--- src/rtl/ndc_pkg.sv ---
// Package for the nibble delay configuration block.
// Assumes a 125 MHz system clock and six lane slices per nibble.
package ndc_pkg;
    localparam int SLICES = 6;
    localparam int TAP_W = 11;
    localparam logic [10:0] MAX_PS_SINGLE = 11'h271;
    localparam logic [10:0] MAX_PS_JOINED = 11'h4E2;
    localparam logic [10:0] TAPS_SINGLE = 11'h200;
    localparam logic [10:0] TAPS_JOINED = 11'h400;
    localparam int PRE_STROBES = 3;
    localparam int CLK_PERIOD_PS = 8000;
    localparam int DRIFT_SETTLE_NS = 40;
    localparam int DRIFT_SETTLE_CYC = (DRIFT_SETTLE_NS * 1000 + CLK_PERIOD_PS - 1) / CLK_PERIOD_PS;
    localparam int ERR_W = 6;
    localparam int ERR_NZ_NO_CAL = 0;
    localparam int ERR_COARSE_NO_CAL = 1;
    localparam int ERR_COARSE_PHASE = 2;
    localparam int ERR_OVER_MAX = 3;
    localparam int ERR_STROBE_SLICE = 4;
    localparam int ERR_TX_QTR = 5;
    typedef enum logic [1:0]
    {
        NDC_IDLE = 2'b00,
        NDC_SETTLE = 2'b01,
        NDC_READY = 2'b11,
        NDC_DROP = 2'b10
    } ndc_cal_e;
endpackage

--- src/rtl/ndc_slice_if.sv ---
// Interface carrying one slice's chain settings to the slice module.
// Assumes the main block drives config and reads results.
`timescale 1ns/1ps
interface ndc_slice_if;
    logic joined;
    logic [10:0] delayPs;
    logic txQtr;
    logic [10:0] inPs;
    logic [10:0] outPs;
    logic [10:0] tapRange;
    logic txAllowed;
    logic overMax;
    modport cfg (output joined, output delayPs, output txQtr,
                 input inPs, input outPs, input tapRange, input txAllowed, input overMax);
    modport slc (input joined, input delayPs, input txQtr,
                 output inPs, output outPs, output tapRange, output txAllowed, output overMax);
endinterface

--- src/rtl/ndc_slice.sv ---
// One lane slice's delay chain split and range check.
// Assumes static inputs from the configuration block.
`timescale 1ns/1ps
module ndc_slice
(
    ndc_slice_if.slc sl
);
    wire [10:0] halfPs = {1'b0, sl.delayPs[10:1]};
    wire [10:0] restPs = sl.delayPs - halfPs;
    // Joined slice splits the delay over both lines; otherwise input line only.
    assign sl.inPs = sl.joined ? halfPs : sl.delayPs;
    assign sl.outPs = sl.joined ? restPs : 11'h000;
    assign sl.tapRange = sl.joined ? ndc_pkg::TAPS_JOINED : ndc_pkg::TAPS_SINGLE;
    assign sl.txAllowed = ~sl.joined;
    assign sl.overMax = sl.delayPs >
        (sl.joined ? ndc_pkg::MAX_PS_JOINED : ndc_pkg::MAX_PS_SINGLE);
endmodule

--- src/rtl/ndc_config.sv ---
// Per-nibble delay, strobe gating and coarse delay configuration with legality checks.
// Assumes static attribute inputs; strobe and read window enable come from pins.
`timescale 1ns/1ps
// Function
// Slice suffix configures only matching slice.
// Joining chains input and output delays.
// Joined slice keeps only its output delay; here it keeps both its input and output delays and loses transmit.
// Software splits joined delay half and half.
// Unjoined receiver uses input delay only.
// Free-running option gates strobe with window.
// Source gives continuous clock when free-running.
// Gating cycle-exact only without free-running.
// Three strobes precede data when free-running.
// Coarse enable adds coarse strobe delay.
// Coarse delay for edge-aligned below 1 GHz.
// Coarse needs calibration and equal phases.
// Coarse only between 200 MHz and 1 GHz.
// Tap setting sets both delays, bounded max.
// Zero tap on strobe and quarter slices.
// Non-zero tap needs automatic calibration.
// No tap setting below 500 MHz.
// Drift tracking off disables input compensation.
// Calibrated flag follows compensation request sequence.
// Illegal attribute combinations are flagged.
module ndc_config #(
    parameter int SLICES = ndc_pkg::SLICES
)
(
    input wire logic sys_clk,
    input wire logic reset_n,
    input wire logic [SLICES-1:0] sliceJoin,
    input wire logic [SLICES*11-1:0] sliceDelayPs,
    input wire logic [SLICES-1:0] sliceTxQtr,
    input wire logic strobeGateEnable,
    input wire logic freeRunStrobe,
    input wire logic coarseDelayEnable,
    input wire logic selfCalEnable,
    input wire logic phaseShiftP,
    input wire logic phaseShiftN,
    input wire logic inputDriftTrackingOff,
    input wire logic driftCompRequest,
    input wire logic readWindowEnable,
    input wire logic strobeIn,
    output logic [SLICES*11-1:0] inDelayPs,
    output logic [SLICES*11-1:0] outDelayPs,
    output logic [SLICES-1:0] txEnabled,
    output logic gatedStrobe,
    output logic gateReady,
    output logic coarseApplied,
    output logic inputDriftActive,
    output logic laneCalibratedFlag,
    output logic [ndc_pkg::ERR_W-1:0] configError
);
    // ************************************************************
    // Slice chains
    // ************************************************************
    logic [SLICES-1:0] overMax;
    logic [SLICES-1:0] nonZero;
    logic [SLICES*11-1:0] inPsW;
    logic [SLICES*11-1:0] outPsW;
    logic [SLICES-1:0] txW;
    for (genvar i = 0; i < SLICES; i++)
    begin : gSlice
        ndc_slice_if sif();
        // Each slice sees only its own suffix fields.
        assign sif.joined = sliceJoin[i];
        assign sif.delayPs = sliceDelayPs[i*ndc_pkg::TAP_W +: ndc_pkg::TAP_W];
        assign sif.txQtr = sliceTxQtr[i];
        ndc_slice uSlice
        (
            .sl(sif)
        );
        assign inPsW[i*ndc_pkg::TAP_W +: ndc_pkg::TAP_W] = sif.inPs;
        assign outPsW[i*ndc_pkg::TAP_W +: ndc_pkg::TAP_W] = sif.outPs;
        assign txW[i] = sif.txAllowed;
        assign overMax[i] = sif.overMax;
        assign nonZero[i] = sif.delayPs != 11'h000;
    end

    // ************************************************************
    // Legality checks
    // ************************************************************
    // The block cannot see the bit clock rate, so R11, R13 and R17 stay with software.
    wire [ndc_pkg::ERR_W-1:0] errNext;
    assign errNext[ndc_pkg::ERR_NZ_NO_CAL] = (|nonZero) & ~selfCalEnable;
    assign errNext[ndc_pkg::ERR_COARSE_NO_CAL] = coarseDelayEnable & ~selfCalEnable;
    assign errNext[ndc_pkg::ERR_COARSE_PHASE] =
        coarseDelayEnable & (phaseShiftP != phaseShiftN);
    assign errNext[ndc_pkg::ERR_OVER_MAX] = |overMax;
    assign errNext[ndc_pkg::ERR_STROBE_SLICE] = nonZero[0];
    assign errNext[ndc_pkg::ERR_TX_QTR] = |(nonZero & sliceTxQtr);

    // ************************************************************
    // Strobe gating
    // ************************************************************
    logic strobeS1;
    logic strobeS2;
    logic winS1;
    logic winS2;
    logic [1:0] strobeCnt;
    wire strobeRise = strobeS2 & ~gatedStrobe;
    // Free-running: gate opens freely on the window, not aligned to the strobe.
    wire gateOpenFree = ~strobeGateEnable | winS2;
    // Burst strobe: gate opens only while the strobe is low, giving fixed positions.
    wire gateOpenBurst = ~strobeGateEnable | (winS2 & (~strobeS2 | gatedStrobe));
    wire gateOpen = freeRunStrobe ? gateOpenFree : gateOpenBurst;
    wire gatedNext = strobeS2 & gateOpen;
    wire cntFull = strobeCnt == 2'(ndc_pkg::PRE_STROBES);
    wire [1:0] cntNext = ~gateOpen ? 2'h0 : (strobeRise & ~cntFull) ? strobeCnt + 2'h1 : strobeCnt;

    // ************************************************************
    // Drift compensation sequencing
    // ************************************************************
    localparam int CW = $clog2(ndc_pkg::DRIFT_SETTLE_CYC + 1);
    ndc_pkg::ndc_cal_e calState;
    ndc_pkg::ndc_cal_e calNext;
    logic [CW-1:0] settleCnt;
    logic reqS1;
    logic reqS2;
    wire settleDone = settleCnt == CW'(ndc_pkg::DRIFT_SETTLE_CYC);
    always_comb
    begin
        calNext = calState;
        case (calState)
            ndc_pkg::NDC_IDLE: if (reqS2 & selfCalEnable) calNext = ndc_pkg::NDC_SETTLE;
            ndc_pkg::NDC_SETTLE: if (settleDone) calNext = ndc_pkg::NDC_READY;
            // Flag holds after the request drops; a new request re-runs the settle.
            ndc_pkg::NDC_READY: if (~reqS2) calNext = ndc_pkg::NDC_DROP;
            ndc_pkg::NDC_DROP: if (reqS2) calNext = ndc_pkg::NDC_SETTLE;
            default: calNext = ndc_pkg::NDC_IDLE;
        endcase
    end

    always_ff @(posedge sys_clk or negedge reset_n)
    begin
        if (!reset_n)
        begin
            strobeS1 <= 1'b0;
            strobeS2 <= 1'b0;
            winS1 <= 1'b0;
            winS2 <= 1'b0;
            reqS1 <= 1'b0;
            reqS2 <= 1'b0;
            gatedStrobe <= 1'b0;
            strobeCnt <= 2'h0;
            gateReady <= 1'b0;
            calState <= ndc_pkg::NDC_IDLE;
            settleCnt <= '0;
            laneCalibratedFlag <= 1'b0;
            inputDriftActive <= 1'b0;
            coarseApplied <= 1'b0;
            configError <= '0;
            inDelayPs <= '0;
            outDelayPs <= '0;
            txEnabled <= '0;
        end
        else
        begin
            strobeS1 <= strobeIn;
            strobeS2 <= strobeS1;
            winS1 <= readWindowEnable;
            winS2 <= winS1;
            reqS1 <= driftCompRequest;
            reqS2 <= reqS1;
            gatedStrobe <= gatedNext;
            strobeCnt <= cntNext;
            gateReady <= gateOpen & (~freeRunStrobe | cntFull);
            calState <= calNext;
            settleCnt <= (calState == ndc_pkg::NDC_SETTLE) ? settleCnt + CW'(1) : '0;
            laneCalibratedFlag <= (calNext == ndc_pkg::NDC_READY)
                | (calNext == ndc_pkg::NDC_DROP);
            inputDriftActive <= ~inputDriftTrackingOff & reqS2
                & (calState == ndc_pkg::NDC_READY);
            coarseApplied <= coarseDelayEnable & ~errNext[ndc_pkg::ERR_COARSE_PHASE];
            configError <= errNext;
            inDelayPs <= inPsW;
            outDelayPs <= outPsW;
            txEnabled <= txW;
        end
    end

    // ************************************************************
    // Assertions
    // ************************************************************
    coarse_off_a: assert property (@(posedge sys_clk) disable iff (!reset_n)
        !$past(coarseDelayEnable) |-> !coarseApplied)
        else $error("Coarse delay applied while disabled.");
    tap_cal_a: assert property (@(posedge sys_clk) disable iff (!reset_n)
        ($past(|nonZero) && !$past(selfCalEnable)) |-> configError[ndc_pkg::ERR_NZ_NO_CAL])
        else $error("Non-zero tap without calibration not flagged.");
    phase_eq_a: assert property (@(posedge sys_clk) disable iff (!reset_n)
        $past(coarseDelayEnable && (phaseShiftP != phaseShiftN))
        |-> configError[ndc_pkg::ERR_COARSE_PHASE] && !coarseApplied)
        else $error("Unequal phases with coarse delay not flagged.");
    gate_closed_a: assert property (@(posedge sys_clk) disable iff (!reset_n)
        (strobeGateEnable && !winS2) |=> !gatedStrobe)
        else $error("Strobe passed while the read window was closed.");
    pre_strobe_a: assert property (@(posedge sys_clk) disable iff (!reset_n)
        $rose(gateReady) && freeRunStrobe |-> $past(cntFull))
        else $error("Gate ready before three strobes.");
    joined_tx_a: assert property (@(posedge sys_clk) disable iff (!reset_n)
        $past(sliceJoin[2]) |-> !txEnabled[2]
        && (inDelayPs[32:22] + outDelayPs[32:22]) == $past(sliceDelayPs[32:22]))
        else $error("Joined slice kept transmit or lost delay.");
    single_line_a: assert property (@(posedge sys_clk) disable iff (!reset_n)
        !$past(sliceJoin[1]) |-> outDelayPs[21:11] == 11'h000
        && inDelayPs[21:11] == $past(sliceDelayPs[21:11]))
        else $error("Unjoined slice used its output line.");
    flag_hold_a: assert property (@(posedge sys_clk) disable iff (!reset_n)
        laneCalibratedFlag && !reqS2 |=> laneCalibratedFlag)
        else $error("Calibrated flag dropped when request fell.");
    drift_off_a: assert property (@(posedge sys_clk) disable iff (!reset_n)
        $past(inputDriftTrackingOff) |-> !inputDriftActive)
        else $error("Drift compensation active while disabled.");
    cov_flag_c: cover property (@(posedge sys_clk) disable iff (!reset_n)
        $rose(laneCalibratedFlag));
    cov_regate_c: cover property (@(posedge sys_clk) disable iff (!reset_n)
        $fell(laneCalibratedFlag));
    cov_free_c: cover property (@(posedge sys_clk) disable iff (!reset_n)
        freeRunStrobe && $rose(gateReady));
    cov_coarse_c: cover property (@(posedge sys_clk) disable iff (!reset_n)
        coarseApplied);
endmodule

--- config.mk ---
export PLATFORM = sky130hd
export DESIGN_NAME = ndc_config
export DESIGN_NICKNAME = d
export VERILOG_FILES = /design/src/rtl/ndc_pkg.sv /design/src/rtl/ndc_slice_if.sv /design/src/rtl/ndc_slice.sv /design/src/rtl/ndc_config.sv
export SDC_FILE = /design/constraint.sdc
export NUM_CORES = 1
export LEC_CHECK = 0
export BUFFER_PORTS_ARGS = -buffer_cell sky130_fd_sc_hd__clkbuf_2
export CAP_MARGIN = 10
export CORE_ASPECT_RATIO = 0.8
export CORE_MARGIN = 2
export CORE_UTILIZATION = 56
export CTS_BUF_LIST = sky130_fd_sc_hd__clkbuf_2
export DETAILED_ROUTE_END_ITERATION = 12
export PLACE_DENSITY = 0.83
export SYNTH_ARGS = -nofsm -noshare
export SYNTH_HDL_FRONTEND = slang
export SYNTH_SLANG_ARGS = --single-unit
--- constraint.sdc ---
create_clock -name sys_clk -period 1.5 [get_ports sys_clk]
set_input_delay 0.225 -clock sys_clk [delete_from_list [all_inputs] [get_ports sys_clk]]
set_output_delay 0.225 -clock sys_clk [all_outputs]
set_load 0.02 [all_outputs]
==> results.cfg, run 1 <==
[yosys]
synth_cell_types = 49
syn_area_per_cell_um2 = 9.59
ys.warnings.count = 0
synthFlopType = dfrtp_1
synth-async-reset-ratio = 1.00
synth_edf_count = 0
syn_area_mm2 = 0.00956
synth-seq-cells = 161
synth-seq-area-share = 0.422
synthCells = 997
syn-num-nets = 1228

[clock_tree]
clkSinkCount = 161
clockBufferDepth = 2
numCtsBuffers = 17
cts-root-buf = clkbuf_2
ctsHtreeMaxLevel = 4

[outcome]
stop_stage = 5_1_grt
status = stopped before the end
tool.error = [ERROR DPL-0038] Utilization greater than 100%, impossible to legalize

[die]
fp.dieW_um = 150
start_util = 0.576
rows = 42
io_pins = 239
die_h_um = 121

[placed_design]
dpl_worst_slack_ns = -0.676
gp_congestion = 0.930
post-dp-hpwl_mm = 22.9
port_buffers = 238
dp_cells = 1675

[timing]
crit_endpoint = inDelayPs[62]
worstEpCategory = top-level output

[global_route]
grt_max_degree = 48
[what timing repair did]
action	CTS
hold endpoints to repair	308
pin swaps	0
resized for setup	36
setup endpoints to repair	149
hold buffers	171
buffers inserted	1
[cell families after synthesis]
| family | count (synthesis) | share of synthesized area |
|---|---|---|
| DFF | 161 | 0.422 |
| and+or+nand+nor | 316 | 0.172 |
| xor gates and xnor gates | 9 | 0.00825 |
| adders and majority gates | 141 | 0.189 |
| muxes | 8 | 0.00838 |
| buffers and inverters | 125 | 0.0491 |
| AOI/OAI and AO/OA | 237 | 0.152 |
[Yosys cell counts (all sizes together), types with 2 or more instances]
library cell / count / area [um^2]
a21o: 11 / 82.6
o221ai: 6 / 58.8
a31oi: 12 / 75.1
fa: 6 / 120
nand3: 15 / 75.1
and4bb: 2 / 25.0
or4: 5 / 37.5
and4: 8 / 70.1
a21oi: 53 / 265
o21a: 12 / 90.1
or3: 13 / 86.3
nor4: 11 / 68.8
a211oi: 11 / 82.6
xnor2: 2 / 17.5
o21ai: 98 / 490
xor2: 7 / 61.3
nand2: 92 / 345
nor3: 46 / 230
nor2: 39 / 146
ha: 135 / 1690
a22oi: 5 / 37.5
nor2b: 21 / 131
inv: 105 / 394
clkbuf: 16 / 60.1
a2111oi: 9 / 82.6
o211ai: 2 / 20.0
mux2i: 8 / 80.1
clkinv: 2 / 7.51
o2111ai: 9 / 78.8
o41a: 2 / 22.5
or2: 8 / 50.1
nand4: 6 / 37.5
dfrtp: 161 / 4030
nand4b: 9 / 78.8
buf: 2 / 7.51
o22ai: 2 / 12.5
nand2b: 26 / 163
o31a: 3 / 26.3
and2: 14 / 87.6
[metrics by stage]
step | setup TNS, ns | instance area (um^2) | util
2_1_floorplan | -3.17 | 10100 | -
4_1_cts | -14.45 | 15500 | 0.931
3_5_place_dp | -18.05 | 13300 | 0.803
3_3_place_gp | -16.08 | 13300 | 0.803
==> inputs of run 2 (changes only) <==
- CORE_ASPECT_RATIO: 0.8 -> unset
- CORE_UTILIZATION: 56 -> 40
- CTS_BUF_LIST: sky130_fd_sc_hd__clkbuf_2 -> unset
- PLACE_DENSITY: 0.83 -> unset
- PLACE_DENSITY_LB_ADDON: unset -> 0.15
==> run 2 against run 1 <==
Against the previous run:
- the flow now finishes, with violations (setup timing)
- area after synthesis stayed put
- synthesized cell count stayed put
==> results.cfg, run 2 <==
[outcome]
status = finished, violations left
violations = setup timing

[placed_design]
port_buffers = 238
post-dp-hpwl_mm = 22.1
placed_area_mm2 = 0.0136
dp_cells = 1791
gp_congestion = 0.915

[clock_tree]
ctsHtreeMaxLevel = 4
cts-root-buf = clkbuf_16
clockBufferDepth = 2
clkSinkCount = 161
insertion_delay_ns = 0.42
numCtsBuffers = 17
cts_tree = done
path_clk_slew_ns = 0.06

[timing]
max_slew.worst_pin.slew_ns = 0.352
rsz0062_at_grt = true
clock_skew_ns = 0.00745
fmax_mhz = 633
hold_viol = 0
finalCritPeriodShare = 1.05
finalMaxSlewViolations = 0
setup_violations = 6
setup_ws_ns = -0.0794
slew_headroom = 0.762
period_needed_ns = 1.58

[yosys]
syn_area_mm2 = 0.00956
synth_most_common_cell = dfrtp_1
synth-seq-area-share = 0.422
ys.warnings.count = 0
synthCells = 997
synth_edf_count = 0
synth_top_cell_area_share = 0.422
synth_cell_types = 49
syn_area_per_cell_um2 = 9.59
synth-async-reset-ratio = 1.00
synthFlopType = dfrtp_1
synth_common_cells = dfrtp_1, ha_1, inv_1
synth-seq-cells = 161
yosys-top-cells-area = dfrtp_1, ha_1, o21ai_0
yosys.area.top_type = dfrtp_1
syn-num-nets = 1228

[pwr]
power_w = 0.0134
p_leak_nw = 7.48
ir_drop_v = 0.000678
power.density_mw_per_mm2 = 903

[worst_setup_path]
startpoint_type = primary input
cp_cell_sequence = clkbuf_4 > inv_8 > ha_4 > nor2b_1 > o41a_1 > o211ai_2 > a22oi_2 > or4_1
r2r_slack_ns = 0.40
cp.required_ns = 1.78
critical_path_class = primary input to flop
slowest_delay_ns = 0.53
path_max_fanout = 3
cp_slowest_cell = or4_1
worstSetupEndpointType = flop
worstPathArrival_ns = 1.86

[cells_and_area]
final_cells = 1837
fillCellCount = 1944
final_util = 0.633
area_delta_synth_final_pct = 55.3
final_cell_mix = buf_4, clkbuf_2, dfrtp_1
multi_input_area_mm2 = 0.00590
fin_nets = 1732
final_area_mm2 = 0.0148
ff_latch_area_mm2 = 0.00403
final_layout_size_suffix_gt1_frac = 0.441
final_common_cell = buf_4
top_regs = inDelayPs: 66 flops, outDelayPs: 66 flops

[die]
placeableCoreArea_mm2 = 0.0235
die_h_um = 159
fp.dieW_um = 159
dieArea_mm2 = 0.0251
rows = 56
start_util = 0.407
io_pins = 239

[detailed_routing]
wirelength_mm = 28.6
vias_per_cell = 4.92
ant_nets = 0
dr_total_vias = 9045
detail_route.wl_per_cell_um = 15.6
drtIter0Drc = 456
dr.pass1.iters = 5
drc = 0

[hold_path]
hold_path.class = primary input to flop

[global_route]
grt_max_degree = 54
grt_use_total = 0.228
antenna_found_initial = 5
overflow = 0
grt_pass1_vias = 8754
grt_pass1_wl_mm = 44.6

[job]
cap_violations = 0
## run 2: cell counts after synthesis
Identical to the previous run, type by type.
## run 2: layer usage
layer	track usage	part of all wire	wire, um	vias up
li1	-	-	-	4525
met1	0.316	0.47	13300	4247
met2	0.361	0.46	13300	232
met3	0.0446	0.049	1390	39
met4	0.0686	0.020	573	2
met5	0	0.00045	13	-
## run 2: kinds of logic (layout without fill, tap and decap cells)
kind of cell               Yosys count  after routing  synth area share
other                                0              4                 0
and+or+nand+nor                    316            316             0.172
muxes                                8              8           0.00838
DFF                                161            161             0.422
adders and majority gates          141            141             0.189
buffers and inverters              125            642            0.0491
AOI/OAI and AO/OA                  237            237             0.152
xor gates and xnor gates             9              9           0.00825
## run 2: area by class of cell
| cell class | instances | share of cell area |
|---|---|---|
| inverter | 107 | 0.0354 |
| clock inverter | 13 | 0.00843 |
| clock buffer | 19 | 0.0305 |
| sequential | 161 | 0.271 |
| antenna | 4 | 0.000674 |
| timing repair buffer | 503 | 0.230 |
| multi-input combinational | 711 | 0.397 |
| tap | 319 | 0.0269 |
## run 2: path summary, 6_finish.rpt
| path | start | endpoint | cells past startpoint |
|---|---|---|---|
| min in group asynchronous | reset_n | outDelayPs[5] | 2 |
| worst max register to register | strobeCnt[0] | strobeCnt[0] | 4 |
| worst max-delay path | sliceJoin[0] | configError[3] | 8 |
| max in group asynchronous | reset_n | outDelayPs[19] | 3 |
| worst min register to register | winS1 | winS2 | 0 |
| worst min-delay path | coarseDelayEnable | configError[1] | 3 |
## run 2: worst max-delay path, delay by kind of cell
family | cells | cell delay (ns)
AO/OA/AOI/OAI | 3 | 0.57
buffers and inverters | 2 | 0.19
AND/OR/NAND/NOR | 2 | 0.65
adder cells (fa/ha/maj) | 1 | 0.22
## run 2: per-stage QoR
| stage | worst slack [ns] | setup TNS (ns) | hold WS (ns) |
|---|---|---|---|
| floorplan | -0.398 | -3.17 | -0.0706 |
| global placement | -0.594 | -17.53 | 0.109 |
| detailed placement | -0.671 | -18.24 | 0.110 |
| CTS | -0.0909 | -0.117 | 0.0122 |
| global route | -0.103 | -0.686 | 0.0332 |
| finish | -0.0794 | -0.187 | 0.0358 |
## run 2: where the power goes
part / total [W] / switching, W / leakage (nW) / internal (W)
clock network: 0.00432 / 0.00191 / 0.269 / 0.00240
logic: 0.00414 / 0.00232 / 5.22 / 0.00182
registers: 0.00496 / 0.000178 / 1.99 / 0.00478
total: 0.0134 / 0.00441 / 7.48 / 0.00900
## run 2: what timing repair did
item	4_1_cts	5_1_grt
pin swaps	18	36
buffers inserted	0	4
endpoints found under the setup margin	16	29
hold buffers	7	0
hold endpoints to repair	115	0
resized for setup	47	75
Note: power is estimated with default switching activity, not from simulation.
==> inputs of run 3 (changes only) <==
- SYNTH_HIERARCHICAL: unset -> 1
==> run 3 against run 2 <==
Against the previous run:
- the run still ends with setup timing left
- register-to-register slack about the same
- sequential share of layout area is 2.0 points higher
- maximum frequency rose by 1.1%
- clock power is 2% lower
- flip-flop and latch count rose by 1
- utilization shrank 3.7 points
==> results.cfg, run 3 <==
[outcome]
status = finished, violations left
violations = setup timing

[detailed_routing]
ant_nets = 0
vias_per_cell = 4.81
drc = 0
detail_route.wl_per_cell_um = 15.0
wirelength_mm = 26.5
drtIter0Drc = 350
dr_total_vias = 8511
dr.pass1.iters = 5

[cells_and_area]
final_cell_mix = buf_4, clkbuf_2, dfrtp_1
final_layout_size_suffix_gt1_frac = 0.407
ff_latch_area_mm2 = 0.00405
final_common_cell = buf_4
final_cells = 1770
final_area_mm2 = 0.0139
fin_nets = 1647
top_regs = inDelayPs: 66 flops, outDelayPs: 66 flops
area_delta_synth_final_pct = 47.3
fillCellCount = 2083
multi_input_area_mm2 = 0.00526
diodes = 0

[pwr]
p_int_w = 0.00906
clkPwrFrac = 0.319
combPwrFrac = 0.302
p_leak_nw = 7.22
seqPwrFrac = 0.378
power.density_mw_per_mm2 = 952
switching_share = 0.315
power.switching_w = 0.00417
ir_drop_v = 0.000619

[yosys]
synthCells = 969
syn-num-nets = 1176
syn_area_mm2 = 0.00943
syn_area_per_cell_um2 = 9.73
ys.warnings.count = 6

[timing]
setup_violations = 1
fin_tns_setup_ns = -0.0617
hold_viol = 0
slew_headroom = 0.623
period_needed_ns = 1.56
finalCritPeriodShare = 1.04
rsz0062_at_grt = true
fmax_mhz = 640
setup_ws_ns = -0.0617
clock_skew_ns = 0.00629
finalMaxSlewViolations = 0
max_slew.worst_pin.slew_ns = 0.566

[die]
dieArea_mm2 = 0.0248
start_util = 0.404
rows = 56
fp.dieW_um = 158
placeableCoreArea_mm2 = 0.0233
io_pins = 239
die_h_um = 158

[worst_setup_path]
startpoint_type = primary input
worstSetupEndpointType = flop
cp.required_ns = 1.79
worstPathArrival_ns = 1.85
path_max_fanout = 6
critical_path_class = primary input to flop

[clock_tree]
cts_tree = done
ctsHtreeMaxLevel = 4
insertion_delay_ns = 0.41
clkSinkCount = 162
cts-root-buf = clkbuf_16
path_clk_slew_ns = 0.06
clockBufferDepth = 2
numCtsBuffers = 17

[placed_design]
dp_cells = 1728
gp_congestion = 0.868
port_buffers = 238
placed_area_mm2 = 0.0129
post-dp-hpwl_mm = 20.6

[global_route]
grt_pass1_wl_mm = 42.3
grt_use_total = 0.216
antenna_found_initial = 0
overflow = 0
grt_max_degree = 101
grt_pass1_vias = 8448

[job]
cap_violations = 0

[hold_path]
hold_path.class = primary input to flop
run 3: final timing paths:
check	startpoint	cells past startpoint	slack (ns)	to
max in group asynchronous	reset_n	3	0.58	inDelayPs[58]
hold / removal	coarseDelayEnable	2	0.04	configError[2]
setup reg to reg	strobeCnt[0]	4	0.41	strobeCnt[0]
min in group asynchronous	reset_n	2	0.17	inDelayPs[15]
hold reg to reg	winS1	0	0.35	winS2
setup / recovery	sliceDelayPs[34]	9	-0.06	configError[3]
run 3: layer usage:
metal	GRT usage	vias to the layer above	share of wire
met2	0.350	188	0.46
met3	0.0402	38	0.041
li1	-	4319	-
met4	0.0762	0	0.028
met5	0	-	0
met1	0.289	3966	0.47
run 3: layout make-up:
type,count,area share
multi-input combinational,685,0.379
sequential,162,0.292
tap,319,0.0287
clock buffer,20,0.0321
timing repair buffer,475,0.226
inverter,99,0.0343
clock inverter,10,0.00810
run 3: repair_timing:
| item | 4_1_cts | 5_1_grt |
|---|---|---|
| pin swaps | 15 | 34 |
| gates resized for setup | 21 | 50 |
| hold buffers | 5 | 0 |
| hold endpoints to repair | 166 | 0 |
| endpoints found under the setup margin | 5 | 18 |
| gates cloned | 0 | 0 |
| buffers inserted | 2 | 5 |
run 3: worst max-delay path, cell delays in order:
cell and delay [ns]:
buf_12 0.12, ha_4 0.23, nor2b_4 0.12, o41ai_2 0.31, a21oi_1 0.12, o31ai_1 0.26, a21oi_1 0.11, nor4_1 0.27
nand2_1 0.08
run 3: power by group through the flow:
stage                     clock network [W]  registers, W  logic [W]
after floorplan                           0       0.00555    0.00168
after global placement                    0       0.00508    0.00381
after detailed placement                  0       0.00508    0.00386
after CTS                           0.00438       0.00501    0.00394
after global routing                0.00457       0.00505    0.00443
final                               0.00423       0.00500    0.00400
run 3: per-stage QoR:
stage / worst slack [ns] / total power (W) / hold WS, ns / util
2_1_floorplan: -0.377 / 0.00723 / -0.0706 / -
3_3_place_gp: -0.629 / 0.00889 / 0.0286 / 0.555
3_5_place_dp: -0.638 / 0.00894 / 0.0283 / 0.555
4_1_cts: -0.0208 / 0.0133 / 0.0144 / 0.586
5_1_grt: -0.133 / 0.0141 / 0.0254 / 0.596
6_report: -0.0617 / 0.0132 / 0.0369 / 0.596
